===== src/nvmpe_params.svh =====
/*
  Constants for the program/erase command sequencer: register offsets,
  field positions, command codes, parameter indices and limits.
  Assumes inclusion by its bare name from the design.
*/
`ifndef NVMPE_PARAMS_SVH
`define NVMPE_PARAMS_SVH

// Register offsets on the plain port
`define NVMPE_OFS_INDEX   3'h0
`define NVMPE_OFS_PARHI   3'h1
`define NVMPE_OFS_PARLO   3'h2
`define NVMPE_OFS_STATUS  3'h3
`define NVMPE_OFS_CONFIG  3'h4
// Status bits
`define NVMPE_ST_CCF      7
`define NVMPE_ST_ACC      5
`define NVMPE_ST_PROT     4
`define NVMPE_ST_VERR     1
`define NVMPE_ST_VUNC     0
`define NVMPE_STATUS_RST  8'h80
// Command codes
`define NVMPE_CMD_PGM     8'h06
`define NVMPE_CMD_ONCE    8'h07
`define NVMPE_CMD_ERALL   8'h08
// Parameter indices at launch
`define NVMPE_IX_HDR      3'h0
`define NVMPE_IX_ONE      3'h3
`define NVMPE_IX_TWO      3'h5
// Program-once phrase index limit
`define NVMPE_ONCE_MAX    16'h0007
// Flash and EEPROM block tops (longword-aligned last address, low 16 bits)
`define NVMPE_FLASH_LAST  16'h0FFC
`define NVMPE_EE_LAST     16'h00FC
// Busy time of an embedded operation in cycles
`define NVMPE_OP_CYCLES   8'h20

`endif


===== src/nvmpe_pkg.sv =====
/*
  Types for the program/erase command sequencer.
  Assumes nvmpe_params.svh is on the include path.
*/
package nvmpe_pkg;
  // Sequencer states
  typedef enum logic [2:0] {
    NVMPE_IDLE, NVMPE_CHECK, NVMPE_BLANK, NVMPE_PROG, NVMPE_VERIFY
  } nvmpe_state_t;

  // Status flags bundle
  typedef struct packed {
    logic ccf;
    logic acc;
    logic prot;
    logic verr;
    logic vunc;
  } nvmpe_flags_t;
endpackage : nvmpe_pkg


===== src/nvmpe_core.sv =====
/*
  Program flash, program once and erase all blocks command sequencer.
  Assumes a plain register port synchronous to I_CLK, read data one cycle
  after the read strobe, and an array model outside reporting verify result.
*/
// Local design decisions: the address map and the address-and-strobe port.
// Notes on behaviour
// RQ1: Software puts code 06 and address bits 23..16 at index 0.
// RQ2: Index 1 holds address bits 15..0, low two bits zero.
// RQ3: Program flash writes one or two longwords from indices 2..5.
// RQ4: Clearing complete flag launches program, verify, then sets complete.
// RQ5: Program flash launch index must be 3 or 5, else access error.
// RQ6: Command not allowed in current mode gives access error.
// RQ7: Bad address, misalignment or overrun past block end gives access error.
// RQ8: Program flash into protected region sets protection violation.
// RQ9: Verify sets error bit on any error, second bit if uncorrectable.
// RQ10: Program once uses code 07, phrase 0..7, four data words.
// RQ11: Program once blank-checks, programs, verifies, completes when done.
// RQ12: Program once needs launch index 5 and valid phrase index.
// RQ13: Programmed phrase refused unless its value was all ones.
// RQ14: Flash reads invalid during program once; never protection error.
// RQ15: Erase all uses code 08, launch index must be 0.
// RQ16: Erase all erases, verifies, and unsecures on success.
// RQ17: Erase all with any protected region sets protection violation.
// RQ18: Software writes no register while erase all runs.
// RQ19: Software programs only erased phrases.
// RQ20: Address bit 23 picks flash (0) or EEPROM (1).
// RQ21: Launch errors start no operation and set complete again.
`timescale 1ns/1ps
`default_nettype none
`include "nvmpe_params.svh"

module nvmpe_core
  import nvmpe_pkg::*;
(
  // Clock and reset
  input  wire logic        I_CLK,
  input  wire logic        I_RESETN,
  // Register port
  input  wire logic [2:0]  i_addr,
  input  wire logic [7:0]  i_wdata,
  input  wire logic        i_wr,
  input  wire logic        i_rd,
  output logic      [7:0]  o_rdata,
  // Device state
  input  wire logic        i_mode_ok,
  input  wire logic        i_flash_prot,
  input  wire logic        i_ee_prot,
  input  wire logic        i_verify_err,
  input  wire logic        i_verify_unc,
  input  wire logic        i_phrase_blank,
  input  wire logic        i_phrase_ones,
  // Array control
  output logic             o_prog,
  output logic             o_erase_all,
  output logic             o_array_sel,
  output logic      [15:0] o_array_addr,
  output logic      [63:0] o_prog_data,
  output logic             o_once_sel,
  output logic             o_read_invalid,
  output logic             o_unsecure
);

  // Parameter array, six 16-bit entries
  logic [15:0]  param [0:5];
  logic [15:0]  next_param [0:5];
  logic [2:0]   parameter_index, next_parameter_index;
  nvmpe_flags_t flags, next_flags;
  nvmpe_state_t state, next_state;
  logic [7:0]   timer, next_timer;
  logic [7:0]   rdata, next_rdata;
  logic         prog, next_prog;
  logic         erase, next_erase;
  logic         sel, next_sel;
  logic [15:0]  aaddr, next_aaddr;
  logic [63:0]  pdata, next_pdata;
  logic         once, next_once;
  logic         unsec, next_unsec;
  logic         launch;

  // Status byte from flags
  function automatic logic [7:0] status_byte(input nvmpe_flags_t f);
    logic [7:0] s;
    s = 8'h00;
    s[`NVMPE_ST_CCF]  = f.ccf;
    s[`NVMPE_ST_ACC]  = f.acc;
    s[`NVMPE_ST_PROT] = f.prot;
    s[`NVMPE_ST_VERR] = f.verr;
    s[`NVMPE_ST_VUNC] = f.vunc;
    return s;
  endfunction : status_byte

  // Launch: software writes one to the complete flag while idle
  assign launch = i_wr && (i_addr == `NVMPE_OFS_STATUS) && flags.ccf &&
                  i_wdata[`NVMPE_ST_CCF];

  // Register writes, launch checks and sequencing
  always_comb begin
    logic [7:0]  code;
    logic [15:0] last;
    logic        acc;
    logic        prot;
    code = param[0][15:8];
    last = 16'h0000;
    acc  = 1'b0;
    prot = 1'b0;
    for (int i = 0; i < 6; i++) begin
      next_param[i] = param[i];
    end
    next_parameter_index = parameter_index;
    next_flags = flags;
    next_state = state;
    next_timer = timer;
    next_prog = 1'b0;
    next_erase = 1'b0;
    next_sel = sel;
    next_aaddr = aaddr;
    next_pdata = pdata;
    next_once = once;
    next_unsec = unsec;
    next_rdata = 8'h00;
    // Writes are accepted only while no command runs [RQ18]
    if (i_wr && flags.ccf) begin
      if (i_addr == `NVMPE_OFS_INDEX) begin
        next_parameter_index = i_wdata[2:0];
      end else if (i_addr == `NVMPE_OFS_PARHI) begin
        if (parameter_index <= 3'h5) begin
          next_param[parameter_index][15:8] = i_wdata;
        end
      end else if (i_addr == `NVMPE_OFS_PARLO) begin
        if (parameter_index <= 3'h5) begin
          next_param[parameter_index][7:0] = i_wdata;
        end
      end else if (i_addr == `NVMPE_OFS_STATUS) begin
        // Write-one-to-clear of the access and protection error flags
        if (i_wdata[`NVMPE_ST_ACC]) next_flags.acc = 1'b0;
        if (i_wdata[`NVMPE_ST_PROT]) next_flags.prot = 1'b0;
      end
    end
    // Read data one cycle after the strobe
    if (i_rd) begin
      if (i_addr == `NVMPE_OFS_INDEX) begin
        next_rdata = {5'h00, parameter_index};
      end else if (i_addr == `NVMPE_OFS_PARHI) begin
        next_rdata = (parameter_index <= 3'h5) ?
                     param[parameter_index][15:8] : 8'h00;
      end else if (i_addr == `NVMPE_OFS_PARLO) begin
        next_rdata = (parameter_index <= 3'h5) ?
                     param[parameter_index][7:0] : 8'h00;
      end else if (i_addr == `NVMPE_OFS_STATUS) begin
        next_rdata = status_byte(flags);
      end else begin
        next_rdata = 8'h00;
      end
    end
    // Sequencer
    case (state)
      NVMPE_IDLE: begin
        if (launch && !flags.acc && !flags.prot) begin
          next_flags.ccf  = 1'b0; // [RQ4]
          next_flags.verr = 1'b0;
          next_flags.vunc = 1'b0;
          next_state = NVMPE_CHECK;
        end
      end
      NVMPE_CHECK: begin
        next_sel = param[0][7]; // [RQ20]
        last = param[0][7] ? `NVMPE_EE_LAST : `NVMPE_FLASH_LAST;
        if (!i_mode_ok) acc = 1'b1; // [RQ6]
        if (code == `NVMPE_CMD_PGM) begin
          // [RQ5]
          if (parameter_index != `NVMPE_IX_ONE &&
              parameter_index != `NVMPE_IX_TWO) acc = 1'b1;
          // [RQ7]
          if (param[0][6:0] != 7'h00) acc = 1'b1;
          if (param[1][1:0] != 2'b00) acc = 1'b1;
          if (param[1] > last) acc = 1'b1;
          if (parameter_index == `NVMPE_IX_TWO && param[1] == last)
            acc = 1'b1;
          prot = param[0][7] ? i_ee_prot : i_flash_prot; // [RQ8]
          next_aaddr = param[1];
          // Unused second longword stays erased (all ones) [RQ3]
          next_pdata[63:32] = {param[2], param[3]};
          next_pdata[31:0]  = (parameter_index == `NVMPE_IX_TWO) ?
                              {param[4], param[5]} : 32'hFFFF_FFFF;
          next_once = 1'b0;
        end else if (code == `NVMPE_CMD_ONCE) begin
          // [RQ12]
          if (parameter_index != `NVMPE_IX_TWO) acc = 1'b1;
          if (param[1] > `NVMPE_ONCE_MAX) acc = 1'b1;
          next_aaddr = param[1];
          // Whole phrase goes out, never trimmed to one longword [RQ11]
          next_pdata = {param[2], param[3], param[4], param[5]};
          next_once = 1'b1; // No protection check here [RQ14]
        end else if (code == `NVMPE_CMD_ERALL) begin
          if (parameter_index != `NVMPE_IX_HDR) acc = 1'b1; // [RQ15]
          prot = i_flash_prot || i_ee_prot; // [RQ17]
          next_once = 1'b0;
        end else begin
          acc = 1'b1;
        end
        next_flags.acc  = acc;
        next_flags.prot = prot && !acc;
        if (acc || prot) begin
          // Abort without touching memory [RQ21]
          next_flags.ccf = 1'b1;
          next_once = 1'b0;
          next_state = NVMPE_IDLE;
        end else if (code == `NVMPE_CMD_ONCE) begin
          next_state = NVMPE_BLANK;
        end else begin
          next_timer = `NVMPE_OP_CYCLES;
          next_prog  = (code == `NVMPE_CMD_PGM);
          next_erase = (code == `NVMPE_CMD_ERALL);
          next_state = NVMPE_PROG;
        end
      end
      NVMPE_BLANK: begin
        // [RQ11] [RQ13]
        if (i_phrase_blank || i_phrase_ones) begin
          next_timer = `NVMPE_OP_CYCLES;
          next_prog  = 1'b1;
          next_state = NVMPE_PROG;
        end else begin
          next_flags.acc = 1'b1;
          next_flags.ccf = 1'b1;
          next_once = 1'b0;
          next_state = NVMPE_IDLE;
        end
      end
      NVMPE_PROG: begin
        if (timer == 8'h00) begin
          next_state = NVMPE_VERIFY;
        end else begin
          next_timer = timer - 8'h01;
        end
      end
      NVMPE_VERIFY: begin
        // Read-back result [RQ9]
        next_flags.verr = i_verify_err || i_verify_unc;
        next_flags.vunc = i_verify_unc;
        if (code == `NVMPE_CMD_ERALL && !i_verify_err && !i_verify_unc)
          next_unsec = 1'b1; // [RQ16]
        next_flags.ccf = 1'b1; // [RQ4] [RQ11]
        next_once = 1'b0;
        next_state = NVMPE_IDLE;
      end
      default: begin
        next_state = NVMPE_IDLE;
      end
    endcase
  end

  // State registers
  always_ff @(posedge I_CLK or negedge I_RESETN) begin
    if (!I_RESETN) begin
      for (int i = 0; i < 6; i++) begin
        param[i] <= 16'h0000;
      end
      parameter_index <= 3'h0;
      flags <= '{ccf: 1'b1, acc: 1'b0, prot: 1'b0, verr: 1'b0, vunc: 1'b0};
      state <= NVMPE_IDLE;
      timer <= 8'h00;
      rdata <= 8'h00;
      prog <= 1'b0;
      erase <= 1'b0;
      sel <= 1'b0;
      aaddr <= 16'h0000;
      // Second longword shows erased until the first program flash or program once command is checked
      pdata <= 64'h0000_0000_FFFF_FFFF;
      once <= 1'b0;
      unsec <= 1'b0;
    end else begin
      for (int i = 0; i < 6; i++) begin
        param[i] <= next_param[i];
      end
      parameter_index <= next_parameter_index;
      flags <= next_flags;
      state <= next_state;
      timer <= next_timer;
      rdata <= next_rdata;
      prog <= next_prog;
      erase <= next_erase;
      sel <= next_sel;
      aaddr <= next_aaddr;
      pdata <= next_pdata;
      once <= next_once;
      unsec <= next_unsec;
    end
  end

  // Outputs straight from flip-flops
  assign o_rdata        = rdata;
  assign o_prog         = prog;
  assign o_erase_all    = erase;
  assign o_array_sel    = sel;
  assign o_array_addr   = aaddr;
  assign o_prog_data    = pdata;
  assign o_once_sel     = once;
  assign o_read_invalid = once; // [RQ14]
  assign o_unsecure     = unsec;

endmodule : nvmpe_core
`default_nettype wire


===== config.mk =====
export PLATFORM = sky130hd
export DESIGN_NAME = nvmpe_core
export DESIGN_NICKNAME = d
export VERILOG_FILES = /design/src/nvmpe_pkg.sv /design/src/nvmpe_core.sv
export VERILOG_INCLUDE_DIRS = /design/src
export SDC_FILE = /design/constraint.sdc
export NUM_CORES = 1
export LEC_CHECK = 0
export ABC_AREA = 1
export BUFFER_PORTS_ARGS = -buffer_cell sky130_fd_sc_hd__buf_2
export CORE_ASPECT_RATIO = 0.9
export CORE_MARGIN = 4
export CORE_UTILIZATION = 49
export DETAILED_ROUTE_END_ITERATION = 12
export PLACE_DENSITY = 0.69
export SETUP_SLACK_MARGIN = 0.05
export SLEW_MARGIN = 20
export SYNTH_ARGS = -nofsm -noshare
export SYNTH_HDL_FRONTEND = slang
export SYNTH_SLANG_ARGS = --single-unit

===== constraint.sdc =====
create_clock -name I_CLK -period 3 [get_ports I_CLK]
set_clock_uncertainty 0.2 [all_clocks]
set_input_delay 0.3 -clock I_CLK [delete_from_list [all_inputs] [get_ports I_CLK]]
set_output_delay 0.3 -clock I_CLK [all_outputs]
set_load 0.01 [all_outputs]

# After elaboration in Yosys (flattened, before gate mapping)
# Cells that the tools add are included.
[totals]
elab_cells = 185
input_bits = 22
n_memories = 0
regBits = 208
out_inout_bits = 94
latch_bits = 0
rom_bits = 0
ramBits = 0
[classes]
div = 0
reduce_logical = 46
bitwise = 2
magnitude_cmp = 5
eq_ne = 26
n_shift = 0
mux = 83
addsub = 1
multipliers = 0
[ops]
columns = ["op", "count"]
rows = [
  ["$mux W96", 4],
  ["$bwmux W96", 2],
  ["$mux W64", 2],
  ["$demux W16 S3", 2],
  ["$mux W8", 12],
  ["$mux W16", 5],
  ["$bmux W16 S3", 1],
  ["$mux W1", 35],
  ["$mux W32", 1],
  ["$pmux W8 S3", 1],
  ["$eq A16 B12 Y1", 1],
  ["$eq A8 B3 Y1 const B", 2],
  ["$gt A16 B12 Y1", 1],
  ["$gt A16 B3 Y1 const B", 1],
  ["$mux W2", 8],
  ["$ne A2 B2 Y1 const B", 8],
  ["$reduce_bool A2 Y1", 7],
  ["$eq A3 B2 Y1 const B", 4],
  ["$logic_and A1 B1 Y1", 12],
  ["$mux W12", 1],
  ["$pmux W3 S4", 1],
  ["$reduce_and A2 Y1", 5],
  ["$mux W3", 3],
  ["$reduce_bool A3 Y1", 3],
  ["27 further kinds", 41],
]

# Depth between registers and ports, before layout
# Gate-level depths: netlist of the first run.
[depth]
depth_word = 12
depth_mapped = 13
depth_no_buf = 13

# Least setup slack after synthesis of the first run
# OpenSTA, ideal clock, no wires.
[synth_timing]
kind = "register to register"
from = "register param[87] in the netlist's numbering"
to = "register timer[2]"
required_ps = 2683
setup_slack_ps = 862
arrival_time_ps = 1821
synth_period_minus_slack_ps = 2138
stages_incl_launch_ff = 13
n_path_buf = 0
path_cell_list = "dfrtp_1 ha_1 nand2_1 nor3_1 nand2_1 nand2_1 nand3_1 nand2_1 nand2_1 o21ai_4 nand2_4 nand2_1 nand2_1"
[synth_via]
elab_chain_cells = 9
word_cells_on_any_way = 14
cone_classes = "order compare: 1; eq/ne: 2; mux: 8; reduce/logical: 3"
[synth_rtl]
columns = ["item", "line", "text"]
rows = [
  ["start: declaration", "nvmpe_core.sv:65", "logic [15:0] param [0:5];"],
  ["start signal: indexed assignment", "nvmpe_core.sv:275", "param[i] <= next_param[i];"],
  ["$mux W12 (no line)", "--", ""],
  ["$gt A16 B12 Y1 or $eq A16 B12 Y1 (tied branches)", "nvmpe_core.sv:177, nvmpe_core.sv:178", ""],
  ["$mux W1 or $logic_and A1 B1 Y1 (tied branches)", "nvmpe_core.sv:177, nvmpe_core.sv:178", ""],
  ["$mux W1", "nvmpe_core.sv:178", "if (parameter_index == `NVMPE_IX_TWO && param[1] == last)"],
  ["$mux W1", "nvmpe_core.sv:170", "if (code == `NVMPE_CMD_PGM) begin"],
  ["$mux W1", "nvmpe_core.sv:157", "case (state)"],
  ["$logic_or A1 B1 Y1 (*)", "nvmpe_core.sv:204", "if (acc || prot) begin"],
  ["$ne A2 B2 Y1 (no line) (*)", "--", ""],
  ["$reduce_and A5 Y1 (no line) (*)", "--", ""],
  ["end signal: assignment", "nvmpe_core.sv:280", "timer <= next_timer;"],
  ["end: declaration", "nvmpe_core.sv:70", "logic [7:0] timer, next_timer;"],
]
# Mark *: on every way between the ends. The rest lies on a longest branch, timed or not. The select of a mux whose other input is x is not followed.
# A chain may end at the register's enable or synchronous reset.

# Worst setup path in the final report of the first run
[layout_timing]
from = "register parameter_index[2]"
to = "register rdata[0], in the netlist o_rdata[0]"
[layout_via]
elab_chain_cells = 9
word_cells_on_any_way = 11
cone_classes = "order compare: 1; mux: 9; bitwise: 1"
[layout_rtl]
columns = ["item", "line", "text"]
rows = [
  ["start: declaration", "nvmpe_core.sv:67", "logic [2:0] parameter_index, next_parameter_index;"],
  ["start signal: assignment", "nvmpe_core.sv:277", "parameter_index <= next_parameter_index;"],
  ["$not A3 Y4 (implied by the code)", "nvmpe_core.sv:146, nvmpe_core.sv:149", ""],
  ["$bmux W16 S3", "nvmpe_core.sv:146, nvmpe_core.sv:149", ""],
  ["$mux W16 (implied by the code) (2 in series)", "nvmpe_core.sv:149", "param[parameter_index][7:0] : 8'h00;"],
  ["$mux W8", "nvmpe_core.sv:148", "next_rdata = (parameter_index <= 3'h5) ?"],
  ["$mux W8", "nvmpe_core.sv:147", "end else if (i_addr == `NVMPE_OFS_PARLO) begin"],
  ["$mux W8 (*)", "nvmpe_core.sv:144", "end else if (i_addr == `NVMPE_OFS_PARHI) begin"],
  ["$mux W8 (*)", "nvmpe_core.sv:142", "if (i_addr == `NVMPE_OFS_INDEX) begin"],
  ["$mux W8 (*)", "nvmpe_core.sv:141", "if (i_rd) begin"],
  ["via next_rdata[0]", "nvmpe_core.sv:71", "logic [7:0] rdata, next_rdata;"],
  ["end signal: assignment", "nvmpe_core.sv:281", "rdata <= next_rdata;"],
  ["end: declaration", "nvmpe_core.sv:71", ""],
]
# Mark *: on every way through the listed nets, which the timed path passes. The rest lies on a longest branch. The select of a mux whose other input is x is not followed.

==> flow_metrics.py, run 1 <==
metrics = {
    "routing": {
        "totalWireLength_microns": 26680,
        "route.vias.total": 7988,
        "antenna_left": 0,
        "drt_iter0_markers": 849,
        "drc": 0,
        "via_per_inst": 5.475,
        "first_pass_iters": 5,
        "wl_per_cell_microns": 18.29,
    },
    "cts": {
        "clockBufferDepth": 3,
        "clkSlewWorstSetupHoldPaths_ns": 0.06,
        "numCtsBuffers": 22,
        "cts_root_buf": "clkbuf_16",
        "worst_skew_pair.late_latency_ns": 0.51,
        "cts.sinks": 208,
        "post-cts-setup-buffers": 0,
        "cts_tree": "built",
        "htreeDepth": 1,
    },
    "critical_path": {
        "regToRegEndpoint": "o_rdata[0]",
        "critical_path_arrival_ns": 2.94,
        "required_ns": 3.20,
        "critPathMaxFanout": 19,
        "r2r_setup_slack_ns": 0.26,
        "cp-start-kind": "register",
        "reg2reg_from": "parameter_index[2]",
        "path_class": "register to register",
        "r2r_cells": 9,
        "end_kind": "register",
    },
    "global_route": {
        "grt_pass1_wl_microns": 42620,
        "gr-total-overflow": 0,
        "grt_pass1_vias": 7529,
        "antenna_found_initial": 0,
        "grt_usage": 0.2483,
        "grt_max_degree": 77,
    },
    "layout": {
        "multi_input_area_sq_mm": 0.003498,
        "stdcell_count": 1459,
        "drive_above_1_share": 0.1787,
        "fillers": 1715,
        "synthToLayoutAreaGrowth_pct": 16.94,
        "register_area_sq_mm": 0.005248,
        "antennaDiodeCount": 0,
        "fin_nets": 1226,
    },
    "logic_synthesis": {
        "synth-edff-count": 0,
        "netlist_area_sq_mm": 0.009324,
        "syn-instance-count": 1091,
        "async_reset_ff_frac": 1.000,
        "synth-seq-cells": 208,
        "ys_top_cells_by_count": "nand2_1, dfrtp_1, o21ai_0",
        "yosysSeqAreaShare": 0.5627,
        "syn_nets": 1119,
        "yosys-top-cells-area": "dfrtp_1, nand2_1, dfstp_2, o21ai_0, nor2_1",
        "ys.flop_type": "dfrtp_1",
        "yosys.cell_count.top_type": "nand2_1",
        "synthDistinctLibCells": 42,
        "syn_area_per_cell_sq_um": 8.546,
        "synth_top_area_share": 0.4697,
        "yosys_warnings": 0,
        "synth_area_leader_cell": "dfrtp_1",
    },
    "timing": {
        "fmax_ghz": 0.3655,
        "layout_setup_ws_ns": 0.2637,
        "totalNegativeSetupSlack_ns": 0,
        "tightestPinTransition_ns": 0.7092,
        "period_needed_ns": 2.736,
        "slew_headroom": 0.5267,
        "hold_viol": 0,
        "rsz0062_at_grt": "no",
        "drv_slew": 0,
        "worst_hold_slack_ns": 0.05182,
        "finalSetupViolations": 0,
        "min_period_over_period": 0.9121,
    },
    "pwr": {
        "power.density_mw_per_mm2": 817.0,
        "totalPowerFinal_mw": 8.908,
        "power.leakage_nw": 5.484,
        "peakVddDrop_uv": 403.0,
    },
    "run_status": {
        "outcome": "complete, no violations",
    },
    "floorplan": {
        "start_util": 0.5033,
        "die_height_microns": 138.9,
        "fp.dieW_microns": 153.4,
        "dieArea_sq_mm": 0.02130,
        "core-area_sq_mm": 0.01852,
        "row_count": 47,
        "io_pins": 116,
    },
    "run": {
        "max_cap_viol_count": 0,
    },
    "worst_hold_path": {
        "min_path_type": "input port to register",
        "hold_depth": 4,
        "worstHoldEndpoint": "o_rdata[3]",
        "hold_path_startpoint": "i_addr[1]",
    },
    "place": {
        "gp_congestion": 0.9977,
        "port_buffers": 115,
        "post-place-ws_ns": 0.5439,
        "dp.final_hpwl_microns": 18700,
        "dpl.cell_count": 1411,
    },
}
==> cell type report <==
class                           count  area share
Sequential cell                   208      0.4813
Multi-Input combinational cell    757      0.3209
Timing Repair Buffer              133     0.07241
Clock buffer                       30     0.05784
Tap cell                          245     0.02812
Inverter                           76     0.02616
Clock inverter                     10     0.01331
==> where the power goes <==
group	total (mW)	switching (mW)	internal (mW)	leakage [nW]
registers	3.87	0.473	3.39	2.73
clock network	2.86	1.12	1.74	0.366
logic	2.18	1.41	0.771	2.38
total	8.91	3.01	5.90	5.48
==> worst max-delay path, cell delays in order, from the launching register on <==
cell	delay [ns]
dfrtp_2	0.53
nor2_1	0.22
nand2_1	0.29
o22ai_1	0.36
a21oi_1	0.08
o211ai_1	0.15
a21oi_1	0.10
nor2_1	0.11
nor2_1	0.05
dlygate4sd3_1	0.54
==> cells in the final DEF, fill, tap and decap left out, types with 3 or more instances in the layout <==
cell / synthesis / final
nand2_1: 326 / 326
nor2_2: 4 / 4
a21oi_1: 40 / 40
o21ai_0: 133 / 133
buf_4: 11 / 6
clkbuf_1: 17 / 3
a31oi_1: 14 / 14
nor4_1: 4 / 4
nor3_1: 10 / 10
o22ai_1: 16 / 16
clkbuf_8: 0 / 6
nand3_1: 30 / 30
dfrtp_1: 175 / 174
bufinv_16: 0 / 3
inv_2: 6 / 6
dfstp_2: 33 / 33
clkinvlp_4: 0 / 4
nor2_1: 121 / 121
dlygate4sd3_1: 0 / 8
xor2_1: 3 / 3
clkbuf_16: 0 / 22
ha_1: 6 / 6
a221oi_1: 4 / 4
o211ai_1: 8 / 8
o21ai_1: 11 / 11
inv_1: 70 / 70
buf_12: 0 / 4
nand4_1: 4 / 4
o31ai_1: 3 / 3
buf_2: 15 / 114
==> through the flow <==
stage	cell area, sq um	utilization
after floorplan	9324	-
after global placement	10050	0.5423
after detailed placement	10050	0.5423
after CTS	10900	0.5885
after global routing	10900	0.5886
final	10900	0.5886
==> per-layer routing <==
metal | GRT usage | routed length, microns | vias up
met5 | 0 | 0 | -
met4 | 0.04229 | 498 | 0
met3 | 0.03495 | 1967 | 39
met2 | 0.3809 | 11950 | 291
met1 | 0.3849 | 12270 | 3881
li1 | - | - | 3777
==> logic make-up after synthesis <==
logic type                 count (synthesis)  share of synthesized area
muxes                                      1                   0.001074
xor gates and xnor gates                   5                   0.004698
buffers and inverters                    126                    0.06280
adders and majority gates                  6                   0.008051
and+or+nand+nor                          509                     0.2211
DFF                                      208                     0.5627
AOI/OAI and AO/OA                        236                     0.1396
==> how the worst max path moves through the flow <==
stage | cells past startpoint | slack [ns] | end | start
2_1_floorplan | 12 | 0.86 | timer[2] | param[87]
6_report | 9 | 0.26 | o_rdata[0] | parameter_index[2]
3_3_place_gp | 5 | 0.58 | param[87] | parameter_index[2]
3_5_place_dp | 7 | 0.54 | param[48] | parameter_index[2]
5_1_grt | 9 | 0.23 | o_rdata[0] | parameter_index[2]
4_1_cts | 9 | 0.25 | o_rdata[0] | parameter_index[2]
==> state kept, by name, indices dropped and copies added (netlist names) <==
| name | count |
|---|---|
| o_unsecure | 1 |
| flags | 5 |
| o_erase_all | 1 |
| o_prog_data | 64 |
| o_prog | 1 |
| state | 3 |
| o_rdata | 8 |
| o_once_sel | 1 |
| param | 96 |
| o_array_addr | 16 |
| timer | 8 |
| parameter_index | 3 |
| o_array_sel | 1 |
==> repair_timing <==
item,in CTS,in global routing
endpoints found under the hold margin,70,0
endpoints found under the setup margin,0,1
gates resized for setup,0,1
hold buffers,8,0
No activity file was read; power rests on OpenSTA's default activity.
==> run 2: changes to the inputs <==
CORE_UTILIZATION = 35   (was 49)
PLACE_DENSITY = default   (was 0.69)
==> run 2 against run 1 <==
  * Register-to-register slack worse by 0.06 ns
  * Die area up 38%
  * Highest routed layer unchanged
  * Worst hold slack worse by 0.040 ns
  * Power up 0.69%
  * Critical path depth unchanged
  * Global-route usage down 5.8 points
  * Sequential power about the same
  * Clock power about the same
  * Sequential share of layout area down 0.71 points
  * Design area up 1.5%
  * Combinational power about the same
  * Critical path type unchanged
  * Maximum frequency down 2.1%
==> flow_metrics.py, run 2 (synthesis results as in run 1) <==
metrics = {
    "run_status": {
        "outcome": "complete, no violations",
    },
    "place": {
        "placed_cell_area_sq_mm": 0.01020,
        "post-place-ws_ns": 0.5815,
        "port_buffers": 115,
        "dp.final_hpwl_microns": 20100,
        "gp_congestion": 0.9674,
    },
    "critical_path": {
        "critPathMaxFanout": 19,
        "worstPathCellList": "nor2_1 -> nand2_4 -> o22ai_1 -> a21oi_1 -> o211ai_1 -> a21oi_1 -> nor2_1 -> nor2_1 -> dlygate4sd3_1",
        "regToRegEndpoint": "o_rdata[0]",
        "cp_common_cell": "nor2_1",
        "cp-start-kind": "register",
        "path_class": "register to register",
        "critical_path_arrival_ns": 3.00,
        "reg2reg_from": "parameter_index[2]",
        "critPathMaxStageDelay_ns": 0.55,
        "required_ns": 3.20,
        "r2r_setup_slack_ns": 0.20,
        "end_kind": "register",
        "slowest_stage": "dlygate4sd3_1",
        "r2r_cells": 9,
    },
    "floorplan": {
        "core-area_sq_mm": 0.02614,
        "row_count": 56,
        "fp.dieW_microns": 180.0,
        "dieArea_sq_mm": 0.02932,
        "die_height_microns": 162.8,
        "io_pins": 116,
        "start_util": 0.3568,
    },
    "global_route": {
        "antenna_found_initial": 1,
        "gr-total-overflow": 0,
        "grt_max_degree": 75,
        "grt_pass1_vias": 7725,
        "grt_usage": 0.1904,
        "grt_pass1_wl_microns": 44730,
    },
    "routing": {
        "via_per_inst": 5.075,
        "first_pass_iters": 6,
        "wl_met2_microns": 12320,
        "highest_layer": "met4",
        "totalWireLength_microns": 28150,
        "drc": 0,
        "wl_met3_microns": 2035,
        "antenna_left": 0,
        "wl_per_cell_microns": 17.94,
        "route.vias.total": 7962,
        "wl_met1_microns": 12950,
        "drt_iter0_markers": 770,
    },
    "worst_hold_path": {
        "worstHoldEndpoint": "o_prog",
        "hold_depth": 4,
        "min_path_type": "input port to register",
        "hold_path_startpoint": "i_phrase_blank",
    },
    "pwr": {
        "power.density_mw_per_mm2": 810.5,
        "peakVddDrop_uv": 397.4,
        "p_comb_frac": 0.242,
        "pwr-share-seq": 0.435,
        "pwr-share-clk": 0.323,
        "intPower_mw": 5.876,
        "power.leakage_nw": 5.506,
        "swShare": 0.3449,
        "switching_power_mw": 3.093,
    },
    "timing": {
        "min_period_over_period": 0.9318,
        "totalNegativeSetupSlack_ns": 0,
        "fmax_ghz": 0.3577,
        "drv_slew": 0,
        "layout_setup_ws_ns": 0.2046,
        "period_needed_ns": 2.795,
        "tightestPinTransition_ns": 0.7151,
        "slew_headroom": 0.5226,
        "finalSetupViolations": 0,
        "hold_viol": 0,
        "rsz0062_at_grt": "no",
    },
    "layout": {
        "top_register": "param",
        "largest_reg_flops": 96,
        "fillers": 2658,
        "final_common_cell": "nand2_1",
        "drive_above_1_share": 0.1836,
        "fin_nets": 1230,
        "fin_area_sq_mm": 0.01107,
        "mostFrequentLayoutCells": "nand2_1, dfrtp_1, o21ai_0",
        "synthToLayoutAreaGrowth_pct": 18.68,
    },
    "cts": {
        "worst_skew_pair.late_latency_ns": 0.53,
        "post-cts-setup-buffers": 0,
        "clockBufferDepth": 3,
        "htreeDepth": 1,
        "clkSlewWorstSetupHoldPaths_ns": 0.06,
        "cts.sinks": 208,
        "cts_root_buf": "clkbuf_16",
        "numCtsBuffers": 24,
        "cts_tree": "built",
    },
    "run": {
        "max_cap_viol_count": 0,
    },
}
[run 2: cell count changes in the layout (fill, tap and decap cells not counted), moves of 2 or more]
cell / before / now
clkbuf_8: 6 / 3
clkbuf_1: 3 / 5
clkinv_2: 1 / 5
buf_4: 6 / 9
clkbuf_16: 22 / 24
[run 2: layout make-up]
cell class | count | area, sq um | share of cell area
Antenna cell | 1 | 2.502 | 0.0002261
Clock buffer | 31 | 646.9 | 0.05846
Clock inverter | 13 | 136.4 | 0.01232
Inverter | 76 | 289.0 | 0.02612
Multi-Input combinational cell | 757 | 3506 | 0.3168
Sequential cell | 208 | 5248 | 0.4742
Tap cell | 348 | 435.4 | 0.03935
Timing Repair Buffer | 135 | 802.0 | 0.07248
[run 2: worst max-delay path by stage]
| stage | startpoint | end | slack, ns | cells past startpoint |
|---|---|---|---|---|
| floorplan | param[87] | timer[2] | 0.86 | 12 |
| global placement | parameter_index[2] | timer[1] | 0.61 | 10 |
| detailed placement | parameter_index[2] | timer[6] | 0.58 | 10 |
| CTS | parameter_index[2] | o_rdata[0] | 0.19 | 9 |
| global route | parameter_index[0] | o_rdata[0] | 0.09 | 9 |
| finish | parameter_index[2] | o_rdata[0] | 0.20 | 9 |
[run 2: what timing repair did]
| item | in CTS | in global routing |
|---|---|---|
| hold endpoints to repair | 70 | 0 |
| hold buffers | 7 | 0 |
| setup endpoints to repair | 0 | 1 |
| gates resized for setup | 0 | 4 |
[run 2: per-layer routing]
metal / global-route usage / vias up
li1: - / 3793
met1: 0.2781 / 3792
met2: 0.2870 / 326
met3: 0.03819 / 51
met4: 0.05979 / 0
met5: 0 / -
[run 2: critical path, delay by kind of cell, from the launching register on]
kind / cells / cell delay, ns
compound gates: 4 / 0.70
simple gates: 4 / 0.69
buf+inv: 1 / 0.55
flops: 1 / 0.53
[run 2: power by group through the flow]
stage	clock, mW	combinational, mW	sequential (mW)
3_5_place_dp	0	2.13	3.93
2_1_floorplan	0	1.37	3.82
4_1_cts	2.95	2.15	3.88
3_3_place_gp	0	2.12	3.92
5_1_grt	3.09	2.43	3.97
6_report	2.89	2.17	3.90
[run 2: through the flow]
step                      hold slack (ns)  instances  power [mW]    util
after detailed placement           0.1429       1517       6.061  0.3902
after global placement             0.1391       1517       6.035  0.3902
after global routing              0.06221       1569       9.486  0.4234
after floorplan                   -0.1956       1091       5.189       -
final                             0.01222       1569       8.969  0.4234
after CTS                        0.004434       1568       8.989  0.4228
==> run 3: changes to the inputs <==
CORE_MARGIN = 2   (was 4)
GPL_TIMING_DRIVEN = 0   (was default)
PLACE_DENSITY = 0.65   (was default)
==> run 3 against run 2 <==
  * Core utilization up 0.99 points
  * Flip-flop and latch count unchanged
  * First-iteration DRC count down 2.9%
  * Combinational power up 6%
==> flow_metrics.py, run 3 (synthesis results as in run 1) <==
metrics = {
    "global_route": {
        "gr-total-overflow": 0,
        "grt_max_degree": 104,
        "antenna_found_initial": 0,
        "grt_pass1_vias": 7871,
        "grt_usage": 0.2107,
        "grt_pass1_wl_microns": 45830,
    },
    "floorplan": {
        "start_util": 0.3568,
        "io_pins": 116,
        "core-area_sq_mm": 0.02614,
        "dieArea_sq_mm": 0.02796,
        "die_height_microns": 158.8,
        "row_count": 56,
        "fp.dieW_microns": 176.0,
    },
    "layout": {
        "largest_reg_flops": 96,
        "drive_above_1_share": 0.1900,
        "fillers": 2657,
        "synthToLayoutAreaGrowth_pct": 21.44,
        "top_register": "param",
        "fin_area_sq_mm": 0.01132,
        "fin_nets": 1274,
        "antennaDiodeCount": 0,
        "mostFrequentLayoutCells": "nand2_1, dfrtp_1, o21ai_0",
        "final_common_cell": "nand2_1",
    },
    "routing": {
        "drc": 0,
        "via_per_inst": 5.115,
        "wl_per_cell_microns": 18.28,
        "drt_iter0_markers": 748,
        "route.vias.total": 8240,
        "totalWireLength_microns": 29450,
        "antenna_left": 0,
        "first_pass_iters": 5,
    },
    "place": {
        "dp.final_hpwl_microns": 21460,
        "port_buffers": 115,
        "gp_congestion": 0.9478,
        "placed_cell_area_sq_mm": 0.01040,
        "post-place-ws_ns": 0.4080,
    },
    "pwr": {
        "power.density_mw_per_mm2": 805.1,
        "peakVddDrop_uv": 347.8,
        "power.leakage_nw": 5.641,
        "totalPowerFinal_mw": 9.116,
    },
    "timing": {
        "totalNegativeSetupSlack_ns": 0,
        "drv_slew": 0,
        "rsz0062_at_grt": "no",
        "finalSetupViolations": 0,
        "period_needed_ns": 2.632,
        "layout_setup_ws_ns": 0.3679,
        "min_period_over_period": 0.8774,
        "worst_hold_slack_ns": 0.006298,
        "hold_viol": 0,
        "fmax_ghz": 0.3799,
        "tightestPinTransition_ns": 0.8375,
        "slew_headroom": 0.4417,
    },
    "cts": {
        "cts.sinks": 208,
        "worst_skew_pair.late_latency_ns": 0.52,
        "cts_tree": "built",
        "cts_root_buf": "clkbuf_16",
        "cts_resized": 0,
        "htreeDepth": 1,
        "clkSlewWorstSetupHoldPaths_ns": 0.06,
        "clockBufferDepth": 3,
        "numCtsBuffers": 24,
    },
    "run_status": {
        "outcome": "complete, no violations",
    },
    "critical_path": {
        "critPathMaxFanout": 10,
        "end_kind": "register",
        "crit_path_start": "parameter_index[2]",
        "critical_path_arrival_ns": 2.83,
        "path_class": "register to register",
        "required_ns": 3.20,
        "cp-start-kind": "register",
        "reg2reg_from": "parameter_index[2]",
    },
    "run": {
        "max_cap_viol_count": 0,
    },
    "worst_hold_path": {
        "min_path_type": "input port to asynchronous set/reset pin",
    },
}
run 3: cell types whose count changed in the layout (fill, tap and decap cells not counted), moves of 2 or more:
cell	previous run	this run
dlygate4sd3_1	7	12
clkbuf_1	5	25
clkinvlp_4	4	0
buf_16	0	2
buf_6	0	7
buf_12	4	0
clkbuf_8	3	5
clkinv_2	5	2
buf_2	114	129
buf_4	9	11
run 3: per-layer routing:
metal	up-vias	global-route usage	wire length, microns
li1	3884	-	-
met1	3993	0.3101	13570
met2	312	0.3141	12790
met3	51	0.04310	2275
met4	0	0.05748	818
met5	-	0	0
run 3: timing repair:
| item | 4_1_cts | 5_1_grt |
|---|---|---|
| hold buffers | 12 | 0 |
| buffers inserted | 0 | 0 |
| hold endpoints to repair | 200 | 0 |
run 3: path summary, 6_finish.rpt:
| check | slack (ns) | to | cells past startpoint |
|---|---|---|---|
| min in group I_CLK | 0.03 | param[15] | 3 |
| max | 0.37 | o_rdata[0] | 10 |
| min reg2reg | 0.26 | o_prog_data[45] | 2 |
| max in group asynchronous | 1.82 | o_prog_data[31] | 3 |
| max reg2reg | 0.37 | o_rdata[0] | 10 |
| min | 0.006 | o_prog_data[61] | 2 |
run 3: where the power goes:
part	switching [mW]	internal, mW	leakage, nW	total (mW)
Clock	1.15	1.82	0.394	2.97
Combinational	1.49	0.802	2.51	2.29
Sequential	0.463	3.39	2.74	3.86
run 3: layout make-up:
type / instances / area, sq um / share of cell area
sequential: 208 / 5246 / 0.4633
multi-input combinational: 757 / 3492 / 0.3084
timing repair buffer: 129 / 760.7 / 0.06718
clock buffer: 38 / 724.4 / 0.06398
tap: 348 / 435.4 / 0.03845
buffer: 50 / 300.3 / 0.02652
inverter: 76 / 285.3 / 0.02519
clock inverter: 5 / 78.83 / 0.006961
run 3: through the flow:
| stage | std cells | util |
|---|---|---|
| after floorplan | 1091 | - |
| after CTS | 1611 | 0.4333 |
| after global routing | 1611 | 0.4333 |
| after global placement | 1554 | 0.3954 |
| after detailed placement | 1556 | 0.3979 |
| final | 1611 | 0.4333 |
run 3: critical path: stages, from the launching register on:
cell and delay (ns):
dfrtp_1 0.37, buf_6 0.14, inv_2 0.09, nand2_1 0.10, nor2_1 0.48, a21oi_1 0.15
o211ai_1 0.13, a21oi_1 0.09, nor2_1 0.13, nor2_1 0.07, dlygate4sd3_1 0.57
